<file path="config.mk">
export PLATFORM = sky130hd
export DESIGN_NAME = bfe_exec
export DESIGN_NICKNAME = d
export VERILOG_FILES = /design/src/hw/bfe_pkg.sv /design/src/hw/bfe_shift_unit.sv /design/src/hw/bfe_exec.sv
export VERILOG_INCLUDE_DIRS = /design/src /design/src/hw
export SDC_FILE = /design/constraint.sdc
export NUM_CORES = 2
export LEC_CHECK = 0
export BUFFER_PORTS_ARGS = -buffer_cell sky130_fd_sc_hd__buf_2
export CORE_MARGIN = 2
export CORE_UTILIZATION = 34
export CTS_CLUSTER_SIZE = 25
export DETAILED_ROUTE_END_ITERATION = 16
export HOLD_SLACK_MARGIN = 0.1
export PLACE_DENSITY_LB_ADDON = 0.05
export RECOVER_POWER = 25
export SYNTH_ARGS = -nofsm -noshare
export SYNTH_HDL_FRONTEND = slang
export SYNTH_HIERARCHICAL = 1
export SYNTH_SLANG_ARGS = --single-unit
</file>
<file path="constraint.sdc">
create_clock -name ref_clk -period 8.1 [get_ports ref_clk]
set_input_delay 0.81 -clock ref_clk [delete_from_list [all_inputs] [get_ports ref_clk]]
set_output_delay 0.81 -clock ref_clk [all_outputs]
set_load 0.005 [all_outputs]
</file>
<file path="src/hw/bfe_cfg.svh">
// constants for the branch / bit / flag execution slice
`ifndef BFE_CFG_SVH
`define BFE_CFG_SVH

// ----------------------------------------
// status register bit positions
// ----------------------------------------
`define BFE_SR_C 0
`define BFE_SR_Z 1
`define BFE_SR_N 2
`define BFE_SR_V 3
`define BFE_SR_S 4
`define BFE_SR_H 5
`define BFE_SR_T 6
`define BFE_SR_I 7

// ----------------------------------------
// widths and reset values
// ----------------------------------------
`define BFE_PC_W        12
`define BFE_SR_RESET    8'h00
`define BFE_PC_RESET    12'h000
`define BFE_BYTE_RESET  8'h00

// ----------------------------------------
// io space and peek port map
// ----------------------------------------
`define BFE_IO_BIT_TOP  6'h1F
`define BFE_PEEK_IO_SEL 6
`define BFE_PEEK_RF_TOP 7'h1F

// ----------------------------------------
// cycle counts
// ----------------------------------------
`define BFE_CYC_SHORT   1
`define BFE_CYC_LONG    2

`endif

</file>
<file path="src/hw/bfe_pkg.sv">
// types for the branch / bit / flag execution slice
package bfe_pkg;

  // ----------------------------------------
  // decoded operations
  // ----------------------------------------
  typedef enum logic [5:0] {
    OP_NOP,
    OP_BR_SAME_HIGH, OP_BR_LOWER, OP_BR_NEG, OP_BR_POS, OP_BR_SGE, OP_BR_SLT,
    OP_BR_HALF_ON, OP_BR_HALF_OFF, OP_BR_XFER_ON, OP_BR_XFER_OFF,
    OP_BR_OVF_ON, OP_BR_OVF_OFF, OP_BR_IRQ_ON, OP_BR_IRQ_OFF,
    OP_IO_BIT_SET, OP_IO_BIT_CLR,
    OP_SHL, OP_SHR, OP_SHR_ARITH, OP_ROT_LEFT, OP_ROT_RIGHT, OP_NIB_SWAP,
    OP_FLAG_ONE, OP_FLAG_ZERO, OP_BIT_TO_XFER, OP_XFER_TO_BIT,
    OP_CARRY_ONE, OP_CARRY_ZERO, OP_NEG_ONE, OP_NEG_ZERO, OP_ZERO_ONE, OP_ZERO_ZERO,
    OP_SIGN_ONE, OP_SIGN_ZERO, OP_OVF_ONE, OP_OVF_ZERO, OP_XFER_ONE, OP_XFER_ZERO,
    OP_HALF_ONE, OP_HALF_ZERO, OP_IRQ_ON, OP_IRQ_OFF
  } bfe_op_t;

  // ----------------------------------------
  // instruction word as handed in by the decoder
  // ----------------------------------------
  typedef struct packed {
    bfe_op_t     op;
    logic [4:0]  rd;
    logic [2:0]  bit_sel;
    logic [5:0]  io_addr;
    logic [6:0]  offset;
  } bfe_instr_t;

  // ----------------------------------------
  // shifter answer
  // ----------------------------------------
  typedef struct packed {
    logic [7:0] result;
    logic       carry;
    logic       zero;
    logic       neg;
    logic       ovf;
  } bfe_shift_res_t;

endpackage

</file>
<file path="src/hw/bfe_shift_unit.sv">
// combinational shift, rotate and nibble swap of one byte
`include "bfe_cfg.svh"

module bfe_shift_unit
  import bfe_pkg::*;
(
  input  wire bfe_op_t        op,
  input  wire logic [7:0]     operand,
  input  wire logic           carry_in,
  output bfe_shift_res_t      res
);

  // ----------------------------------------
  // result and flags
  // ----------------------------------------
  always_comb begin
    res = '0;
    case (op)
      OP_SHL: begin
        res.result = {operand[6:0], 1'b0}; // [RULE8]
        res.carry  = operand[7];
      end
      OP_SHR: begin
        res.result = {1'b0, operand[7:1]}; // [RULE8]
        res.carry  = operand[0];
      end
      OP_SHR_ARITH: begin
        res.result = {operand[7], operand[7:1]}; // [RULE8]
        res.carry  = operand[0];
      end
      OP_ROT_LEFT: begin
        res.result = {operand[6:0], carry_in}; // [RULE9]
        res.carry  = operand[7];
      end
      OP_ROT_RIGHT: begin
        res.result = {carry_in, operand[7:1]}; // [RULE9]
        res.carry  = operand[0];
      end
      OP_NIB_SWAP: begin
        res.result = {operand[3:0], operand[7:4]}; // [RULE16]
        res.carry  = carry_in;
      end
      default: begin
        res.result = operand;
        res.carry  = carry_in;
      end
    endcase
    res.zero = (res.result == 8'h00);
    res.neg  = res.result[7];
    // overflow here is neg xor carry, as for every shift in this family
    res.ovf  = res.result[7] ^ res.carry;
  end

endmodule

</file>
<file path="src/hw/bfe_exec.sv">
// execution slice: flag branches, io bit ops, shifts, bit transfer, flag set/clear
//
// Local design decisions: the placing of the registers and the address-and-strobe port.
`include "bfe_cfg.svh"

// Function
// [RULE1] Branches keep all flags, take 1 or 2 cycles, test carry clear or set, and jump to pc plus offset plus 1.
// [RULE2] Minus and plus follow the negative flag, signed ge and less follow negative xor overflow being 0 or 1.
// [RULE3] The half-carry branch pair is taken on half carry 1 or 0 with the usual relative target.
// [RULE4] The transfer-flag branch pair is taken on the transfer bit set or cleared with the usual relative target.
// [RULE5] The overflow branch pair is taken on overflow set or clear with the usual relative target.
// [RULE6] The interrupt branch pair is taken on global interrupt enable 1 or 0 with the usual target and timing.
// [RULE7] The io bit ops force one chosen bit of an io register to 1 or 0, take 2 cycles and touch no flag.
// [RULE8] Logic shifts fill with zero, arithmetic right shift keeps bit 7, each in 1 cycle, setting Z, C, N and V.
// [RULE9] Rotates go through carry in either direction in 1 cycle and update zero, carry, negative and overflow.
// [RULE10] Bit store copies a register bit to the transfer flag, bit load copies it back, no flag moves, 1 cycle each.
// [RULE11] Generic and dedicated flag set and clear ops write one status bit only, in 1 cycle.
// [RULE12] Interrupt enable sets and interrupt disable clears the global enable bit in one cycle.
// [RULE13] Io bit ops reach only io addresses 0x00 to 0x1F.
// [RULE14] An io bit op changes only the addressed bit, so neighbouring flags in that register stay as they are.
// [RULE15] A branch not taken finishes in one cycle, a taken one in two with the next fetch thrown away.
// [RULE16] Nibble swap exchanges the two halves of a register in one cycle and touches no flag.
module bfe_exec
  import bfe_pkg::*;
(
  input  wire logic                  ref_clk,
  input  wire logic                  resetn,
  input  wire logic                  instr_valid,
  input  wire bfe_instr_t            instr,
  output logic                       instr_ready,
  output logic                       done,
  output logic                       fetch_flush,
  output logic [`BFE_PC_W-1:0]       pc,
  output logic [7:0]                 status_register,
  input  wire logic [6:0]            peek_addr,
  input  wire logic [7:0]            peek_wdata,
  input  wire logic                  peek_wr,
  input  wire logic                  peek_rd,
  output logic [7:0]                 peek_rdata
);

  // ----------------------------------------
  // helpers
  // ----------------------------------------
  function automatic logic is_branch(input bfe_op_t op);
    return (op >= OP_BR_SAME_HIGH) && (op <= OP_BR_IRQ_OFF);
  endfunction

  function automatic logic br_cond(input bfe_op_t op, input logic [7:0] sr);
    case (op)
      OP_BR_SAME_HIGH: br_cond = !sr[`BFE_SR_C]; // [RULE1]
      OP_BR_LOWER:     br_cond =  sr[`BFE_SR_C]; // [RULE1]
      OP_BR_NEG:       br_cond =  sr[`BFE_SR_N]; // [RULE2]
      OP_BR_POS:       br_cond = !sr[`BFE_SR_N]; // [RULE2]
      OP_BR_SGE:       br_cond = (sr[`BFE_SR_N] ^ sr[`BFE_SR_V]) == 1'b0; // [RULE2]
      OP_BR_SLT:       br_cond = (sr[`BFE_SR_N] ^ sr[`BFE_SR_V]) == 1'b1; // [RULE2]
      OP_BR_HALF_ON:   br_cond =  sr[`BFE_SR_H]; // [RULE3]
      OP_BR_HALF_OFF:  br_cond = !sr[`BFE_SR_H]; // [RULE3]
      OP_BR_XFER_ON:   br_cond =  sr[`BFE_SR_T]; // [RULE4]
      OP_BR_XFER_OFF:  br_cond = !sr[`BFE_SR_T]; // [RULE4]
      OP_BR_OVF_ON:    br_cond =  sr[`BFE_SR_V]; // [RULE5]
      OP_BR_OVF_OFF:   br_cond = !sr[`BFE_SR_V]; // [RULE5]
      OP_BR_IRQ_ON:    br_cond =  sr[`BFE_SR_I]; // [RULE6]
      OP_BR_IRQ_OFF:   br_cond = !sr[`BFE_SR_I]; // [RULE6]
      default:         br_cond = 1'b0;
    endcase
  endfunction

  function automatic logic is_io_op(input bfe_op_t op);
    return (op == OP_IO_BIT_SET) || (op == OP_IO_BIT_CLR);
  endfunction

  function automatic logic is_shift(input bfe_op_t op);
    return (op >= OP_SHL) && (op <= OP_ROT_RIGHT);
  endfunction

  // {hit, value, index}: one status bit to force, or none
  function automatic logic [4:0] flag_force(input bfe_op_t op, input logic [2:0] sel);
    case (op)
      OP_FLAG_ONE:   flag_force = {2'b11, sel}; // [RULE11]
      OP_FLAG_ZERO:  flag_force = {2'b10, sel}; // [RULE11]
      OP_CARRY_ONE:  flag_force = {2'b11, 3'(`BFE_SR_C)};
      OP_CARRY_ZERO: flag_force = {2'b10, 3'(`BFE_SR_C)};
      OP_NEG_ONE:    flag_force = {2'b11, 3'(`BFE_SR_N)};
      OP_NEG_ZERO:   flag_force = {2'b10, 3'(`BFE_SR_N)};
      OP_ZERO_ONE:   flag_force = {2'b11, 3'(`BFE_SR_Z)};
      OP_ZERO_ZERO:  flag_force = {2'b10, 3'(`BFE_SR_Z)};
      OP_SIGN_ONE:   flag_force = {2'b11, 3'(`BFE_SR_S)};
      OP_SIGN_ZERO:  flag_force = {2'b10, 3'(`BFE_SR_S)};
      OP_OVF_ONE:    flag_force = {2'b11, 3'(`BFE_SR_V)};
      OP_OVF_ZERO:   flag_force = {2'b10, 3'(`BFE_SR_V)};
      OP_XFER_ONE:   flag_force = {2'b11, 3'(`BFE_SR_T)};
      OP_XFER_ZERO:  flag_force = {2'b10, 3'(`BFE_SR_T)};
      OP_HALF_ONE:   flag_force = {2'b11, 3'(`BFE_SR_H)};
      OP_HALF_ZERO:  flag_force = {2'b10, 3'(`BFE_SR_H)};
      OP_IRQ_ON:     flag_force = {2'b11, 3'(`BFE_SR_I)}; // [RULE12]
      OP_IRQ_OFF:    flag_force = {2'b10, 3'(`BFE_SR_I)}; // [RULE12]
      default:       flag_force = 5'h00;
    endcase
  endfunction

  // ----------------------------------------
  // state
  // ----------------------------------------
  typedef enum logic {ST_EXEC, ST_SECOND} bfe_state_t;

  bfe_state_t            state_q;
  bfe_instr_t            held_q;
  logic                  ready_q;
  logic                  done_q;
  logic                  flush_q;
  logic [`BFE_PC_W-1:0]  pc_q;
  logic [7:0]            sr_q;
  logic [7:0]            peek_q;
  logic [7:0]            regs_q [32];
  logic [7:0]            io_q [64];

  logic                  take;
  logic                  long_op;
  logic                  finish;
  logic [7:0]            operand;
  logic [4:0]            force_w;
  logic [`BFE_PC_W-1:0]  pc_next_seq;
  logic [`BFE_PC_W-1:0]  pc_target;
  logic                  io_in_range;
  bfe_shift_res_t        sh;

  assign instr_ready     = ready_q;
  assign done            = done_q;
  assign fetch_flush     = flush_q;
  assign pc              = pc_q;
  assign status_register = sr_q;
  assign peek_rdata      = peek_q;

  // ----------------------------------------
  // issue decode
  // ----------------------------------------
  assign take    = instr_valid && ready_q;
  // taken branches and io bit ops need a second cycle
  assign long_op = is_io_op(instr.op) || (is_branch(instr.op) && br_cond(instr.op, sr_q)); // [RULE15] [RULE7]
  assign finish  = (take && !long_op) || (state_q == ST_SECOND);
  assign operand = regs_q[instr.rd];
  assign force_w = flag_force(instr.op, instr.bit_sel);
  assign pc_next_seq = pc_q + `BFE_PC_W'(1);
  // condition and target are latched at issue, so flags cannot move under it
  assign pc_target   = pc_q + `BFE_PC_W'(signed'(instr.offset)) + `BFE_PC_W'(1); // [RULE1]
  assign io_in_range = (held_q.io_addr <= `BFE_IO_BIT_TOP); // [RULE13]

  bfe_shift_unit u_shift (
    .op       (instr.op),
    .operand  (operand),
    .carry_in (sr_q[`BFE_SR_C]),
    .res      (sh)
  );

  // ----------------------------------------
  // sequencer
  // ----------------------------------------
  always_ff @(posedge ref_clk) begin
    if (!resetn) begin
      state_q <= ST_EXEC;
      ready_q <= 1'b0;
      done_q  <= 1'b0;
      flush_q <= 1'b0;
      held_q  <= '0;
    end else begin
      done_q  <= finish;
      flush_q <= 1'b0;
      case (state_q)
        ST_EXEC: begin
          ready_q <= 1'b1;
          if (take && long_op) begin
            state_q <= ST_SECOND;
            ready_q <= 1'b0;
            held_q  <= instr;
          end
        end
        ST_SECOND: begin
          state_q <= ST_EXEC;
          ready_q <= 1'b1;
          flush_q <= is_branch(held_q.op); // [RULE15]
        end
        default: begin
          state_q <= ST_EXEC;
        end
      endcase
    end
  end

  // ----------------------------------------
  // program counter
  // ----------------------------------------
  logic [`BFE_PC_W-1:0] target_q;

  always_ff @(posedge ref_clk) begin
    if (!resetn) begin
      target_q <= `BFE_PC_RESET;
    end else if (take) begin
      target_q <= pc_target;
    end
  end

  always_ff @(posedge ref_clk) begin
    if (!resetn) begin
      pc_q <= `BFE_PC_RESET;
    end else if (state_q == ST_SECOND) begin
      pc_q <= is_branch(held_q.op) ? target_q : pc_next_seq; // [RULE1]
    end else if (take && !long_op) begin
      pc_q <= pc_next_seq; // [RULE15]
    end
  end

  // ----------------------------------------
  // status register
  // ----------------------------------------
  always_ff @(posedge ref_clk) begin
    if (!resetn) begin
      sr_q <= `BFE_SR_RESET;
    end else if (take) begin
      if (is_shift(instr.op)) begin
        // sign flag is not in the updated set and stays put
        sr_q[`BFE_SR_C] <= sh.carry; // [RULE8] [RULE9]
        sr_q[`BFE_SR_Z] <= sh.zero;
        sr_q[`BFE_SR_N] <= sh.neg;
        sr_q[`BFE_SR_V] <= sh.ovf;
      end else if (instr.op == OP_BIT_TO_XFER) begin
        sr_q[`BFE_SR_T] <= operand[instr.bit_sel]; // [RULE10]
      end else if (force_w[4]) begin
        sr_q[force_w[2:0]] <= force_w[3]; // [RULE11] [RULE12]
      end
    end
  end

  // ----------------------------------------
  // working registers
  // ----------------------------------------
  always_ff @(posedge ref_clk) begin
    if (!resetn) begin
      for (int i = 0; i < 32; i++) begin
        regs_q[i] <= `BFE_BYTE_RESET;
      end
    end else if (take && (is_shift(instr.op) || instr.op == OP_NIB_SWAP)) begin
      regs_q[instr.rd] <= sh.result; // [RULE8] [RULE9] [RULE16]
    end else if (take && instr.op == OP_XFER_TO_BIT) begin
      regs_q[instr.rd][instr.bit_sel] <= sr_q[`BFE_SR_T]; // [RULE10]
    end else if (peek_wr && !peek_addr[`BFE_PEEK_IO_SEL] && peek_addr <= `BFE_PEEK_RF_TOP) begin
      regs_q[peek_addr[4:0]] <= peek_wdata;
    end
  end

  // ----------------------------------------
  // io space
  // ----------------------------------------
  // single-bit write, never read-modify-write of the whole byte,
  // so write-one-to-clear neighbours are never hit by accident
  always_ff @(posedge ref_clk) begin
    if (!resetn) begin
      for (int i = 0; i < 64; i++) begin
        io_q[i] <= `BFE_BYTE_RESET;
      end
    end else if (state_q == ST_SECOND && is_io_op(held_q.op) && io_in_range) begin
      io_q[held_q.io_addr][held_q.bit_sel] <= (held_q.op == OP_IO_BIT_SET); // [RULE7] [RULE14]
    end else if (peek_wr && peek_addr[`BFE_PEEK_IO_SEL]) begin
      io_q[peek_addr[5:0]] <= peek_wdata;
    end
  end

  // ----------------------------------------
  // peek read port
  // ----------------------------------------
  always_ff @(posedge ref_clk) begin
    if (!resetn) begin
      peek_q <= `BFE_BYTE_RESET;
    end else if (!peek_rd) begin
      peek_q <= `BFE_BYTE_RESET;
    end else if (peek_addr[`BFE_PEEK_IO_SEL]) begin
      peek_q <= io_q[peek_addr[5:0]];
    end else if (peek_addr <= `BFE_PEEK_RF_TOP) begin
      peek_q <= regs_q[peek_addr[4:0]];
    end else begin
      peek_q <= `BFE_BYTE_RESET;
    end
  end

  logic [7:0] io_word;
  assign io_word = io_q[held_q.io_addr];
endmodule

</file>
==> results.md <==
- EDFF count, synth: 768
- Starting Density: 0.342
- R2R depth: 8
- Peak VDD IR: 0.000147 V
- Class of the worst hold path: input pin to flip-flop
- Mean Syn Cell Area: 11.4 um^2
- Area grow syn2layout: 9.54%
- Met2 usage: 0.360
- CTS tree: done
- Clock transition at path regs: 0.06 ns
- WL final: 148000 um
- Worst slew margin: -0.708
- Cell internal pwr: 7.60 mW
- Final Max Tran Viols: 220
- Setup bufs post-CTS: 0
- Pwr dens: 206 nW/um^2
- Sequential share of power: 0.478
- Post-cts resize count: 0
- Crit-path cells: buf_8 -> nand3_1 -> a31oi_4 -> clkbuf_1 -> mux2_1 -> nor2_1 -> nand2_1 -> o21ai_0
- Crit-path max FO: 160
- Async SR Flop Fraction: 0
- Total GRT Usage: 0.217
- Detail Route Antenna Nets: 0
- HPWL after DPL: 91700 um
- GR Util met1: 0.302
- Clock Tree Buf Depth: 3
- Net Switching: 2.57 mW
- Slew at the pin with the worst max-slew slack: 2.56 ns
- Initial antenna violation count: 6
- H-tree depth: 3
- Mapped Cells: 3954
- Layout cells sized above 1: 0.175
- Crit path kind: input pin to flip-flop
- Critical path buffer and inverter count: 2
- Reg2Reg Setup Slack: 2.44 ns
- YS warnings: 6
- Worst setup SP type: input pin
- FMAX: 163 MHz
- Inserted Clock Buffers: 101
- Portion of total power attributed to the clock network: 0.427
- Leakage: 15.9 nW
- Comb power frac: 0.096
- Top-level port count: 78
- Die Width: 368 um
- Max Cap Viol: 9
- Grt ovf: 0
- Die Y: 368 um
- First-pass iteration count of the detailed router: 8
- First-pass GRT wire length: 218000 um
- Critical path data arrival time: 6.52 ns
- Root buf cell: clkbuf_16
- Placer congestion estimate: 0.786
- Vias in the first global route: 30530
- Port Buffer Count: 77
- Final min period: 6.13 ns
- Largest net degree at the start of global routing: 161
- Sw frac: 0.252
- Critical Path Stages: 8
- FP Rows: 133
- Nets: 3780
- End of the worst register-to-register path: io_q[15][3]$_SDFFCE_PN0P_
- RSZ-0062 raised after global routing: no
- Core Box Area: 131000 um^2
- Critical path's top delay family: simple AND/OR/NAND/NOR gates
- Final TNS setup: 0 ns
- Total number of vias: 31311
- Clk_lat worst skew: 0.71 ns
- Final core utilization: 0.375
- Post-DR wirelength/cell: 26.6 um
- Syn_nets: 4014
- Final setup violation count: 0
- Primary FF master, synth: edfxtp_1
- WP data required: 8.48 ns
- Die area: 135000 um^2
- Post-DR vias/cell: 5.64
- Failing checks: capacitance limit, slew limit
- Met3 usage in global routing: 0.0283
- Gr busiest metal: met2
- Number of synthesized register bits: 827
- Hold-fix buffers at CTS: 0
- Crit path max-delay cell type: clkbuf_1
- Final Hold Vio Count: 0
- Clk_skew: 0.0392 ns
- Crit-path max cell delay: 1.55 ns
- Worst setup EP type: flip-flop
- Fin crit share: 0.757
- CP Capture Point: io_q[15][3]$_SDFFCE_PN0P_
- RR Startpoint: held_q[23]$_SDFFE_PN0P_
- Synthesized area: 44900 um^2
- Status: finished, violations left
- Num Clock Sinks: 827
- DR iter-0 viols: 2807
- Crit path launch: resetn
- Yosys cell types: 91
- Post-route DRC: 0
- Share of the yosys chip area belonging to registers: 0.539
worst reg2reg max path, stage by stage (launching register included):
cell and delay, ns:
dfxtp_1 0.33, nand4_1 0.25, mux2i_4 0.13, a31oi_4 0.18, clkbuf_1 1.55, mux2_1 0.46
nor2_1 1.19, nand2_1 0.86, o21ai_0 0.43
routing by layer:
| layer | routed length [um] | part of all wire |
|---|---|---|
| met1 | 66400 | 0.45 |
| met2 | 72000 | 0.49 |
| met3 | 6340 | 0.043 |
| met4 | 2990 | 0.020 |
| met5 | 13 | 0.000088 |
layout by cell type, fill, tap and decap left out, drive strengths merged, types with 22 or more instances in the layout:
cell type,n
or2,50
inv,25
clkinv,43
a21oi,46
edfxtp,768
nand3,23
mux2i,49
dfxtp,59
buf,130
nor2,858
o21ai,699
nor3,22
mux4,312
nand2,262
clkbuf,151
cell usage after synthesis (all sizes together), types with 4 or more instances:
cell type,n,share of area
nand4,5,0.00070
mux2,7,0.0019
nor3,22,0.0030
a32oi,4,0.00078
buf,144,0.017
dfxtp,59,0.026
nand3,23,0.0030
inv,23,0.0019
nor2,858,0.073
nor4,5,0.0012
o21ai,699,0.078
a31oi,21,0.0033
nand2b,19,0.0026
nor2b,18,0.0025
nor3b,18,0.0031
nand3b,16,0.0030
a211o,7,0.0014
a221oi,6,0.0012
mux4,312,0.16
and3b,6,0.0012
ha,12,0.0033
a211oi,7,0.0012
and2,10,0.0014
or3,7,0.00097
a221o,4,0.00089
xnor2,5,0.00097
a21oi,46,0.0052
o31ai,10,0.0017
nand4b,4,0.00078
mux2i,49,0.011
and3,10,0.0014
nand2,262,0.023
o22a,4,0.00078
o22ai,7,0.00097
edfxtp,768,0.51
o31a,4,0.00078
o211ai,6,0.0011
clkbuf,344,0.029
a31o,8,0.0016
a311oi,5,0.00097
a222oi,4,0.00089
a22oi,13,0.0022
or2,50,0.0070
power groups by stage:
stage	Clock [mW]	Sequential, mW	Combinational, mW
2_1_floorplan	0	4.91	0.654
3_3_place_gp	0	4.94	0.979
3_5_place_dp	0	4.95	0.983
4_1_cts	4.44	4.86	0.985
5_1_grt	4.60	4.87	1.04
6_report	4.34	4.86	0.973
per-stage QoR:
stage                     worst slack (ns)  power, mW  std cells  hold slack [ns]  cell area [um^2]
after CTS                             3.29       10.3       5550            0.307             49300
after global placement                2.55       5.92       5372            0.442             46200
final                                 1.97       10.2       5553            0.363             49200
after global routing                  1.54       10.5       5550            0.350             49200
after detailed placement              2.55       5.93       5372            0.453             46200
after floorplan                       4.11       5.57       3954            0.432             44900
area by class of cell:
cell class / count / area [um^2]
Antenna cell: 3 / 7.51
Clock buffer: 130 / 2710
Clock inverter: 48 / 353
Fill cell: 12753 / 82100
Inverter: 23 / 86.3
Multi-Input combinational cell: 2616 / 18700
Sequential cell: 827 / 24200
Tap cell: 1755 / 2200
Timing Repair Buffer: 151 / 967
cells by family (layout without fill, tap and decap cells):
| logic type | after synthesis | in the layout | share of synthesized area |
|---|---|---|---|
| mux | 368 | 368 | 0.170 |
| fa+ha+maj | 13 | 13 | 0.00379 |
| buf+inv | 511 | 352 | 0.0475 |
| simple gates | 1342 | 1342 | 0.129 |
| compound gates | 885 | 885 | 0.109 |
| xor+xnor | 8 | 8 | 0.00156 |
| other cells | 0 | 3 | 0 |
| flops | 827 | 827 | 0.539 |
flip-flops by register name, summed over array words and instances, names as in the netlist, 8 cells and up:
register and flops:
io_q 512, regs_q 256, held_q 15, pc 12, target_q 12, peek_rdata 8
status_register 8
worst min-delay path by stage:
stage | from | end | cells past startpoint
after floorplan | target_q[6]$_SDFFE_PN0P_ | target_q[6]$_SDFFE_PN0P_ | 2
after global placement | target_q[6]$_SDFFE_PN0P_ | target_q[6]$_SDFFE_PN0P_ | 2
after detailed placement | target_q[7]$_SDFFE_PN0P_ | target_q[7]$_SDFFE_PN0P_ | 2
after CTS | instr[12] | held_q[12]$_SDFFE_PN0P_ | 3
after global routing | instr[12] | held_q[12]$_SDFFE_PN0P_ | 3
final | instr[12] | held_q[12]$_SDFFE_PN0P_ | 3
Note: power is estimated with default switching activity, not from simulation.
